==> config.mk <==
export PLATFORM = sky130hd
export DESIGN_NAME = uaf_dev_flat
export DESIGN_NICKNAME = d
export VERILOG_FILES = /design/src/core/uaf_pkg.sv /design/src/core/uaf_line_if.sv /design/src/core/uaf_dev.sv /design/src/flat_wrapper.sv
export SDC_FILE = /design/constraint.sdc
export NUM_CORES = 1
export LEC_CHECK = 0
export ABC_AREA = 1
export BUFFER_PORTS_ARGS = -buffer_cell sky130_fd_sc_hd__buf_4
export CAP_MARGIN = 15
export CORE_UTILIZATION = 59
export CTS_BUF_LIST = sky130_fd_sc_hd__clkbuf_8
export CTS_CLUSTER_DIAMETER = 100
export DETAILED_ROUTE_END_ITERATION = 7
export HOLD_SLACK_MARGIN = 0.02
export PLACE_DENSITY = 0.78
export SLEW_MARGIN = 20
export SYNTH_ARGS = -nofsm -noshare
export SYNTH_HDL_FRONTEND = slang
export SYNTH_SLANG_ARGS = --single-unit
export TNS_END_PERCENT = 50
==> constraint.sdc <==
create_clock -name clk_i -period 2.9 [get_ports clk_i]
set_input_delay 0.58 -clock clk_i [delete_from_list [all_inputs] [get_ports clk_i]]
set_output_delay 0.58 -clock clk_i [all_outputs]
set_load 0.01 [all_outputs]
==> src/core/uaf_pkg.sv <==
// Shared constants for the address-filtering serial port and its line partner
// How it works
// - Transmitter and receiver run independently, full duplex
// - Received byte held while next one shifts
// - Data writes load transmit; reads return receive
// - Done flags request interrupt; only software clears
// - Baud from 8-bit auto-reload timer plus copy
// - Both timer overflows halved into bit rate
// - Receive copy reloads on start-bit detection
// - Software picks reload: overflow is twice bitrate
// - Six selectable baud timer clock sources
// - Control bit 7 picks 8-bit or 9-bit
// - 8-bit frame: start, eight LSB-first, stop
// - Data write starts send; done at stop
// - Reception only while receive enable set
// - 8-bit load: flag clear, filter needs stop
// - Failed load leaves buffer, ninth, flag alone
// - Overrun keeps first byte, drops later one
// - 9-bit frame carries software ninth bit
// - 9-bit: ninth stored, filter needs ninth one
// - Master marks address bytes with ninth one
// - Slave software toggles filter around its messages
package uaf_pkg;
  // Register addresses on the CPU port
  localparam logic [7:0] ADDR_CTRL = 8'h98;
  localparam logic [7:0] ADDR_DATA = 8'h99;
  localparam logic [7:0] ADDR_TLOW = 8'h8b;
  localparam logic [7:0] ADDR_RELOAD = 8'h8d;
  localparam logic [7:0] ADDR_TCTRL = 8'h8e;
  // Control register bit positions
  localparam int B_MODE = 7;
  localparam int B_ONE = 6;
  localparam int B_MCE = 5;
  localparam int B_REN = 4;
  localparam int B_TB8 = 3;
  localparam int B_RB8 = 2;
  localparam int B_TI = 1;
  localparam int B_RI = 0;
  // Timer control register fields
  localparam int B_RUN = 0;
  localparam int B_SEL_LO = 1;
  // Reset values
  localparam logic [7:0] CTRL_RST = 8'h40;
  localparam logic [7:0] RELOAD_RST = 8'h00;
  // Baud timer clock sources
  localparam logic [2:0] SEL_SYS = 3'h0;
  localparam logic [2:0] SEL_DIV4 = 3'h1;
  localparam logic [2:0] SEL_DIV12 = 3'h2;
  localparam logic [2:0] SEL_DIV48 = 3'h3;
  localparam logic [2:0] SEL_OSC8 = 3'h4;
  localparam logic [2:0] SEL_EXT = 3'h5;
  // Prescaler counts
  localparam logic [5:0] PRE_LAST = 6'h2f;
  localparam logic [5:0] PRE_MOD12 = 6'h0c;
  localparam logic [5:0] PRE_HIT12 = 6'h0b;
  localparam logic [2:0] OSC8_LAST = 3'h7;
  localparam logic [7:0] TMR_TOP = 8'hff;
  // Frame shapes: data bits, and index of the stop sample
  localparam logic [3:0] DATA_BITS = 4'h8;
  localparam logic [3:0] STOP_IDX8 = 4'h9;
  localparam logic [3:0] STOP_IDX9 = 4'ha;
endpackage : uaf_pkg

==> src/core/uaf_line_if.sv <==
// Serial line between the port and its partner
`timescale 1ns/1ps
interface uaf_line_if;
  logic serial_out_pin; // Port to partner, idles high
  logic serial_in_pin; // Partner to port, idles high
  // Documented port end
  modport dev (output serial_out_pin, input serial_in_pin);
  // Partner end
  modport peer (input serial_out_pin, output serial_in_pin);
endinterface : uaf_line_if

==> src/core/uaf_dev.sv <==
// Serial port with timer baud generation and ninth-bit address filter
`timescale 1ns/1ps
module uaf_dev (
  // Clock, reset, clock enable
  input wire logic clk_i,
  input wire logic rst_n_i,
  input wire logic ce_i,
  // CPU register port
  input wire logic [7:0] addr_i,
  input wire logic [7:0] wdata_i,
  input wire logic wr_i,
  input wire logic rd_i,
  output logic [7:0] rdata_o,
  // Interrupt request
  output logic irq_o,
  // External timer clock pins
  input wire logic ext_osc_i,
  input wire logic timer1_external_input_i,
  // Serial line
  uaf_line_if.dev line
);
  typedef enum logic [1:0] {TX_IDLE, TX_DATA, TX_STOP} uaf_tx_e;
  typedef enum logic {RX_IDLE, RX_BITS} uaf_rx_e;
  logic frame_format_select_r; // 9-bit mode when set
  logic address_filter_enable_r; // Ninth or stop bit filter
  logic receive_enable_bit_r; // Receiver enabled
  logic tx_ninth_bit_r; // Ninth bit to send
  logic rx_ninth_bit_r; // Received ninth or stop bit
  logic tx_done_flag_r; // Transmit done
  logic rx_done_flag_r; // Receive done
  logic [7:0] baud_reload_value_r; // Timer reload
  logic [7:0] baud_timer_low_count_r; // Transmit timer
  logic [7:0] rx_tmr_r; // Hidden receive timer copy
  logic tmr_run_r; // Timer enable
  logic [2:0] clk_sel_r; // Timer clock source
  logic [7:0] rx_buf_r; // Buffered received byte
  logic [7:0] tx_hold_r; // Transmit register
  logic tx_pend_r; // Write waiting to be sent
  logic [7:0] rdata_r; // Read data
  logic [2:0] sync1_r, sync2_r, prev_r; // Pin synchronisers
  logic [5:0] pre_cnt_r; // System clock prescaler
  logic [2:0] osc_cnt_r; // External oscillator divider
  logic tx_half_r, rx_half_r; // Overflow halvers
  uaf_tx_e tx_st_r;
  logic [8:0] tx_sh_r; // Bits still to send
  logic [3:0] tx_left_r;
  logic line_out_r; // Registered line level
  uaf_rx_e rx_st_r;
  logic [3:0] rx_idx_r; // Sample index, 0 is start
  logic [8:0] rx_sh_r; // Incoming shift register
  logic tick, tmr_tick, tx_ovf, rx_ovf, tx_bit, start_det, samp;
  logic rx_s, osc_rise, ext_fall, wr_ctrl, ti_set, rx_end, filt_bit, load_ok;
  logic [3:0] stop_idx;
  logic [7:0] rx_byte;
  assign rx_s = sync2_r[0];
  assign osc_rise = sync2_r[2] & ~prev_r[2];
  assign ext_fall = ~sync2_r[1] & prev_r[1];
  assign wr_ctrl = wr_i && addr_i == uaf_pkg::ADDR_CTRL;
  ////////////////////////////////////////////////////////////////////////////
  // Pin synchronisers, second stage feeds all logic
  always_ff @(posedge clk_i) begin
    if (!rst_n_i) begin
      sync1_r <= 3'h7;
      sync2_r <= 3'h7;
      prev_r <= 3'h7;
    end else if (ce_i) begin
      sync1_r <= {ext_osc_i, timer1_external_input_i, line.serial_in_pin};
      sync2_r <= sync1_r;
      prev_r <= sync2_r;
    end
  end
  ////////////////////////////////////////////////////////////////////////////
  // Timer clock sources: prescaler and oscillator divide-by-8
  always_ff @(posedge clk_i) begin
    if (!rst_n_i) begin
      pre_cnt_r <= 6'h00;
      osc_cnt_r <= 3'h0;
    end else if (ce_i) begin
      pre_cnt_r <= (pre_cnt_r == uaf_pkg::PRE_LAST) ? 6'h00 : pre_cnt_r + 6'h01;
      if (osc_rise) begin
        osc_cnt_r <= osc_cnt_r + 3'h1;
      end
    end
  end
  // Source select
  always_comb begin
    unique case (clk_sel_r)
      uaf_pkg::SEL_SYS: tick = 1'b1;
      uaf_pkg::SEL_DIV4: tick = pre_cnt_r[1:0] == 2'h3;
      uaf_pkg::SEL_DIV12: tick = (pre_cnt_r % uaf_pkg::PRE_MOD12) == uaf_pkg::PRE_HIT12;
      uaf_pkg::SEL_DIV48: tick = pre_cnt_r == uaf_pkg::PRE_LAST;
      uaf_pkg::SEL_OSC8: tick = osc_rise && osc_cnt_r == uaf_pkg::OSC8_LAST;
      uaf_pkg::SEL_EXT: tick = ext_fall;
      default: tick = 1'b0; // Unused codes stop the timer
    endcase
  end
  assign tmr_tick = tmr_run_r & tick;
  assign tx_ovf = tmr_tick && baud_timer_low_count_r == uaf_pkg::TMR_TOP;
  assign rx_ovf = tmr_tick && rx_tmr_r == uaf_pkg::TMR_TOP && !start_det;
  assign tx_bit = tx_ovf & tx_half_r;
  assign samp = rx_ovf && !rx_half_r && rx_st_r == RX_BITS;
  ////////////////////////////////////////////////////////////////////////////
  // Baud timer, auto-reload, and its hidden receive copy
  always_ff @(posedge clk_i) begin
    if (!rst_n_i) begin
      baud_timer_low_count_r <= 8'h00;
      rx_tmr_r <= 8'h00;
      tx_half_r <= 1'b0;
      rx_half_r <= 1'b0;
    end else if (ce_i) begin
      if (wr_i && addr_i == uaf_pkg::ADDR_TLOW) begin
        baud_timer_low_count_r <= wdata_i;
      end else if (tmr_tick) begin
        baud_timer_low_count_r <= tx_ovf ? baud_reload_value_r : baud_timer_low_count_r + 8'h01;
      end
      if (start_det) begin
        rx_tmr_r <= baud_reload_value_r; // Forced reload
        rx_half_r <= 1'b0;
      end else if (tmr_tick) begin
        rx_tmr_r <= rx_ovf ? baud_reload_value_r : rx_tmr_r + 8'h01;
        rx_half_r <= rx_half_r ^ rx_ovf;
      end
      if (tx_ovf) begin
        tx_half_r <= ~tx_half_r;
      end
    end
  end
  ////////////////////////////////////////////////////////////////////////////
  // Transmitter, independent of the receiver
  assign ti_set = tx_bit && tx_st_r == TX_DATA && tx_left_r == 4'h0;
  always_ff @(posedge clk_i) begin
    if (!rst_n_i) begin
      tx_st_r <= TX_IDLE;
      tx_sh_r <= 9'h000;
      tx_left_r <= 4'h0;
      line_out_r <= 1'b1;
      tx_pend_r <= 1'b0;
      tx_hold_r <= 8'h00;
    end else if (ce_i) begin
      if (wr_i && addr_i == uaf_pkg::ADDR_DATA) begin
        tx_hold_r <= wdata_i; // Writes always reach transmit
        tx_pend_r <= 1'b1;
      end
      if (tx_bit) begin
        unique case (tx_st_r)
          TX_DATA: begin
            if (tx_left_r == 4'h0) begin
              line_out_r <= 1'b1; // Stop bit
              tx_st_r <= TX_STOP;
            end else begin
              line_out_r <= tx_sh_r[0]; // LSB first
              tx_sh_r <= {1'b1, tx_sh_r[8:1]};
              tx_left_r <= tx_left_r - 4'h1;
            end
          end
          default: begin
            if (tx_pend_r && !(wr_i && addr_i == uaf_pkg::ADDR_DATA)) begin
              line_out_r <= 1'b0; // Start bit
              tx_sh_r <= {tx_ninth_bit_r, tx_hold_r};
              tx_left_r <= frame_format_select_r ? uaf_pkg::DATA_BITS + 4'h1 : uaf_pkg::DATA_BITS;
              tx_pend_r <= 1'b0;
              tx_st_r <= TX_DATA;
            end else begin
              line_out_r <= 1'b1;
              tx_st_r <= TX_IDLE;
            end
          end
        endcase
      end
    end
  end
  ////////////////////////////////////////////////////////////////////////////
  // Receiver
  assign start_det = receive_enable_bit_r && tmr_run_r && rx_st_r == RX_IDLE && prev_r[0] && !rx_s;
  assign stop_idx = frame_format_select_r ? uaf_pkg::STOP_IDX9 : uaf_pkg::STOP_IDX8;
  assign rx_end = samp && rx_idx_r == stop_idx;
  assign rx_byte = frame_format_select_r ? rx_sh_r[7:0] : rx_sh_r[8:1];
  assign filt_bit = frame_format_select_r ? rx_sh_r[8] : rx_s; // Ninth or stop
  assign load_ok = rx_end && !rx_done_flag_r && (!address_filter_enable_r || filt_bit);
  always_ff @(posedge clk_i) begin
    if (!rst_n_i) begin
      rx_st_r <= RX_IDLE;
      rx_idx_r <= 4'h0;
      rx_sh_r <= 9'h000;
    end else if (ce_i) begin
      if (start_det) begin
        rx_st_r <= RX_BITS;
        rx_idx_r <= 4'h0;
      end else if (samp) begin
        if (rx_idx_r == 4'h0 && rx_s) begin
          rx_st_r <= RX_IDLE; // Glitch, not a start bit
        end else if (rx_end) begin
          rx_st_r <= RX_IDLE;
        end else begin
          if (rx_idx_r != 4'h0) begin
            rx_sh_r <= {rx_s, rx_sh_r[8:1]}; // Shifts while buffer holds
          end
          rx_idx_r <= rx_idx_r + 4'h1;
        end
      end
    end
  end
  // Receive buffer, loaded only when allowed
  always_ff @(posedge clk_i) begin
    if (!rst_n_i) begin
      rx_buf_r <= 8'h00;
    end else if (ce_i && load_ok) begin
      rx_buf_r <= rx_byte;
    end
  end
  ////////////////////////////////////////////////////////////////////////////
  // Control register; hardware set beats software clear
  always_ff @(posedge clk_i) begin
    if (!rst_n_i) begin
      frame_format_select_r <= uaf_pkg::CTRL_RST[uaf_pkg::B_MODE];
      address_filter_enable_r <= uaf_pkg::CTRL_RST[uaf_pkg::B_MCE];
      receive_enable_bit_r <= uaf_pkg::CTRL_RST[uaf_pkg::B_REN];
      tx_ninth_bit_r <= uaf_pkg::CTRL_RST[uaf_pkg::B_TB8];
      rx_ninth_bit_r <= uaf_pkg::CTRL_RST[uaf_pkg::B_RB8];
      tx_done_flag_r <= uaf_pkg::CTRL_RST[uaf_pkg::B_TI];
      rx_done_flag_r <= uaf_pkg::CTRL_RST[uaf_pkg::B_RI];
    end else if (ce_i) begin
      if (wr_ctrl) begin
        frame_format_select_r <= wdata_i[uaf_pkg::B_MODE];
        address_filter_enable_r <= wdata_i[uaf_pkg::B_MCE];
        receive_enable_bit_r <= wdata_i[uaf_pkg::B_REN];
        tx_ninth_bit_r <= wdata_i[uaf_pkg::B_TB8];
      end
      // Hardware events first, then a software write
      rx_ninth_bit_r <= load_ok ? filt_bit : wr_ctrl ? wdata_i[uaf_pkg::B_RB8] : rx_ninth_bit_r;
      tx_done_flag_r <= ti_set ? 1'b1 : wr_ctrl ? wdata_i[uaf_pkg::B_TI] : tx_done_flag_r;
      rx_done_flag_r <= load_ok ? 1'b1 : wr_ctrl ? wdata_i[uaf_pkg::B_RI] : rx_done_flag_r;
    end
  end
  // Timer control registers
  always_ff @(posedge clk_i) begin
    if (!rst_n_i) begin
      baud_reload_value_r <= uaf_pkg::RELOAD_RST;
      tmr_run_r <= 1'b0;
      clk_sel_r <= uaf_pkg::SEL_SYS;
    end else if (ce_i && wr_i) begin
      if (addr_i == uaf_pkg::ADDR_RELOAD) begin
        baud_reload_value_r <= wdata_i;
      end
      if (addr_i == uaf_pkg::ADDR_TCTRL) begin
        tmr_run_r <= wdata_i[uaf_pkg::B_RUN];
        clk_sel_r <= wdata_i[uaf_pkg::B_SEL_LO +: 3];
      end
    end
  end
  ////////////////////////////////////////////////////////////////////////////
  // Read data, one cycle after the strobe
  always_ff @(posedge clk_i) begin
    if (!rst_n_i) begin
      rdata_r <= 8'h00;
    end else if (ce_i) begin
      rdata_r <= 8'h00;
      if (rd_i) begin
        unique case (addr_i)
          uaf_pkg::ADDR_CTRL: rdata_r <= {frame_format_select_r, 1'b1, address_filter_enable_r,
            receive_enable_bit_r, tx_ninth_bit_r, rx_ninth_bit_r, tx_done_flag_r, rx_done_flag_r};
          uaf_pkg::ADDR_DATA: rdata_r <= rx_buf_r; // Receive side only
          uaf_pkg::ADDR_TLOW: rdata_r <= baud_timer_low_count_r;
          uaf_pkg::ADDR_RELOAD: rdata_r <= baud_reload_value_r;
          uaf_pkg::ADDR_TCTRL: rdata_r <= {4'h0, clk_sel_r, tmr_run_r};
          default: rdata_r <= 8'h00;
        endcase
      end
    end
  end
  assign rdata_o = rdata_r;
  assign irq_o = tx_done_flag_r | rx_done_flag_r;
  assign line.serial_out_pin = line_out_r;
endmodule : uaf_dev

==> src/flat_wrapper.sv <==
// flat-port wrapper written by rule: the top's interface ports become plain ports
module uaf_dev_flat 
  (clk_i, rst_n_i, ce_i, addr_i, wdata_i, wr_i, rd_i, rdata_o, irq_o, ext_osc_i, timer1_external_input_i, line_serial_out_pin, line_serial_in_pin);
  uaf_line_if line_i ();
  input wire logic clk_i;
  input wire logic rst_n_i;
  input wire logic ce_i;
  input wire logic [7:0] addr_i;
  input wire logic [7:0] wdata_i;
  input wire logic wr_i;
  input wire logic rd_i;
  output logic [7:0] rdata_o;
  output logic irq_o;
  input wire logic ext_osc_i;
  input wire logic timer1_external_input_i;
  output wire logic [$bits(line_i.serial_out_pin)-1:0] line_serial_out_pin;
  input wire logic [$bits(line_i.serial_in_pin)-1:0] line_serial_in_pin;
  assign line_serial_out_pin = line_i.serial_out_pin;
  assign line_i.serial_in_pin = line_serial_in_pin;
  uaf_dev u_core (.clk_i(clk_i), .rst_n_i(rst_n_i), .ce_i(ce_i), .addr_i(addr_i), .wdata_i(wdata_i), .wr_i(wr_i), .rd_i(rd_i), .rdata_o(rdata_o), .irq_o(irq_o), .ext_osc_i(ext_osc_i), .timer1_external_input_i(timer1_external_input_i), .line(line_i));
endmodule
==> qor.csv <==
metric;value;unit
fin_worst_skew;5.96;ps
crit_path_start;u_core.osc_cnt_r[1]$_SDFFE_PN0P_;
critical_path_required;3180;ps
yosysTopAreaCellShare;40.8;%
antenna_found_initial;0;
placed_area;5700;um^2
avgRoutedWirePerCell;15.9;um
setup_violations;0;
ys_top_cells_by_count;165 x nand2_1, 110 x dfxtp_1, 92 x a21oi_1;
synth_cell_type_count;42;
synth_seq_area_share;40.8;%
dieArea;9530;um^2
status;finished with violations;
clkLatencyLatePin;370;ps
htree_num_levels;3;
io_buffers;33;
ys_seq_elements;110;
fin_hold_ws;417;ps
ys_top_cells_by_area;dfxtp_1 41%, nand2_1 11%, a21oi_1 8.5%, o21ai_0 8.3%, inv_1 5.6%;
cts-root-buf;clkbuf_8;
grt_pass1_wl;23400;um
hpwl;10200;um
ant_nets;0;
reg2reg_from;u_core.osc_cnt_r[1]$_SDFFE_PN0P_;
synth_edf_count;0;
end_kind;register;
fin_crit_sh;93.6;%
synth.most_common_cell;nand2_1;
min_path_type;input pin to register;
p_per_area;451;nW/um^2
grt_pass1_vias;4842;
start_util;61.3;%
cts_buffer_depth;2;
grt_max_degree;49;
max_slew.worst_pin.slew;604;ps
drv_cap;0;
netlist_area;5400;um^2
synthToLayoutAreaGrowth;11.1;%
clk_pin_slew;100;ps
power.leakage;2.30;nW
cts_sinks;110;
drive_above_1_share;11.2;%
antennaDiodeCount;0;
vdd_drop_max;0.302;mV
fin_crit;2720;ps
hp-start;timer1_external_input_i;
ys.flop_type;dfxtp_1;
grt.overflow.total;0;
cts_inserted_buffers;9;
p_total;0.00270;W
violations;DRC;
max_freq;368;MHz
finalHoldViolCount;0;
async_flop_share;0;%
tritoncts;built;
ys_warn_count;0;
first_pass_iters;7;
syn_nets;796;
place.gp.congestion;1.06;
yosys.area.top_type;dfxtp_1;
drc;4;
syn-instance-count;762;
grt_usage;30.8;%
startpoint_type;register;
slew_viol_final;0;
postLayoutCellArea;5990;um^2
worstSetupPathType;register to register;
drtIter0Drc;505;
via_per_inst;5.88;
crit_arrival;3000;ps
fin_cells;901;
ios;34;
crit_fanout;14;
avgSynthCellArea;7.08;um^2
final_net_count;823;
vias;5297;
relSlewSlack;59.5;%
drt-total-wl;14300;um
die_x;97.6;um
die_h;97.6;um
placed_cells;880;
cts_hold_buf;0;
core-area;8810;um^2
fillers;792;
rows;34;
==> worst paths after layout <==
check	slack, ps	to	depth (start not counted)
hold / removal	420	u_core.sync1_r[1]$_SDFFE_PN1P_	3
setup / recovery	180	u_core.rx_buf_r[6]$_SDFFE_PN0P_	17
setup reg to reg	180	u_core.rx_buf_r[6]$_SDFFE_PN0P_	17
hold reg to reg	450	u_core.tx_hold_r[2]$_SDFFE_PN0P_	2
==> layout make-up <==
cell class | instances | area, um^2 | area share (%)
sequential | 110 | 2200 | 36.8
clock inverter | 4 | 71.3 | 1.19
inverter | 83 | 312 | 5.20
multi-input combinational | 535 | 2740 | 45.7
tap | 108 | 135 | 2.25
timing repair buffer | 50 | 379 | 6.33
clock buffer | 11 | 151 | 2.53
==> cell families after synthesis <==
group,Yosys count,synth area share [%]
adders and majority gates,10,2.32
DFF,110,40.8
AOI/OAI and AO/OA,216,21.6
and+or+nand+nor,296,24.4
buffers and inverters,117,8.79
xor gates and xnor gates,13,2.11
==> registers in the layout, indices dropped and copies added, names as in the netlist, 6 cells and up <==
signal	flops
u_core.rx_sh_r	9
u_core.rdata_o	8
u_core.baud_reload_value_r	8
u_core.pre_cnt_r	6
u_core.baud_timer_low_count_r	8
u_core.tx_hold_r	8
u_core.rx_buf_r	8
u_core.rx_tmr_r	8
u_core.tx_sh_r	9
==> layer usage <==
layer  global-route usage, %  part of all wire [%]  up-vias  wire length, um
met5                       0                     0        -                0
met4                    12.1                   2.9        0              413
met3                    6.76                   7.7       41             1110
met2                    49.5                    47      217             6700
met1                    40.3                    42     2446             6080
li1                        -                     -     2593                -
==> cells in the final DEF, fill, tap and decap left out, drive strengths merged <==
cell type    n
buf         50
nand4       17
clkbuf      11
o21ai       92
ha          10
and2         2
nand3b       1
bufinv       2
nand3       43
nor3b        2
a32oi        1
and3         1
clkinv       1
xnor2        6
o22ai        2
nor2        48
o31ai        2
inv         83
a21boi       1
a31oi        9
a211oi       1
o211ai       7
nand2      167
a21oi       93
dfxtp      110
nor3        11
clkinvlp     1
xor2         7
o2111ai      6
or2          4
o21a         2
==> what timing repair did <==
action                                  in CTS  in global routing
gates resized for setup                      0                  8
endpoints found under the setup margin       0                 20
buffers inserted                             0                  6
==> power by group <==
part	internal (W)	switching [W]
Clock	0.000527	0.000505
Combinational	0.0000460	0.0000949
Sequential	0.00152	0.00000805
Total	0.00210	0.000608
==> worst max-delay path: stages, from the launching register on <==
cell and delay, ps:
dfxtp_1 340, ha_1 150, ha_1 140, nand3_1 100
nand2_1 70, nand4_1 120, a21oi_4 240, nand3_2 140
nor2_1 110, ha_1 150, nand2_1 100, nor3_2 110
and2_4 170, nand3_2 100, nor2_2 110, buf_6 150
o21ai_0 100, a31oi_1 240
==> per-stage QoR <==
| step | setup TNS (ps) | utilization, % | setup WS, ps |
|---|---|---|---|
| 2_1_floorplan | 0 | - | 430 |
| 3_3_place_gp | 0 | 64.7 | 261 |
| 3_5_place_dp | 0 | 64.7 | 133 |
| 4_1_cts | 0 | 67.2 | 125 |
| 5_1_grt | -126 | 68.1 | -117 |
| 6_report | 0 | 68.1 | 184 |
Power figures use the tool's default switching activity.
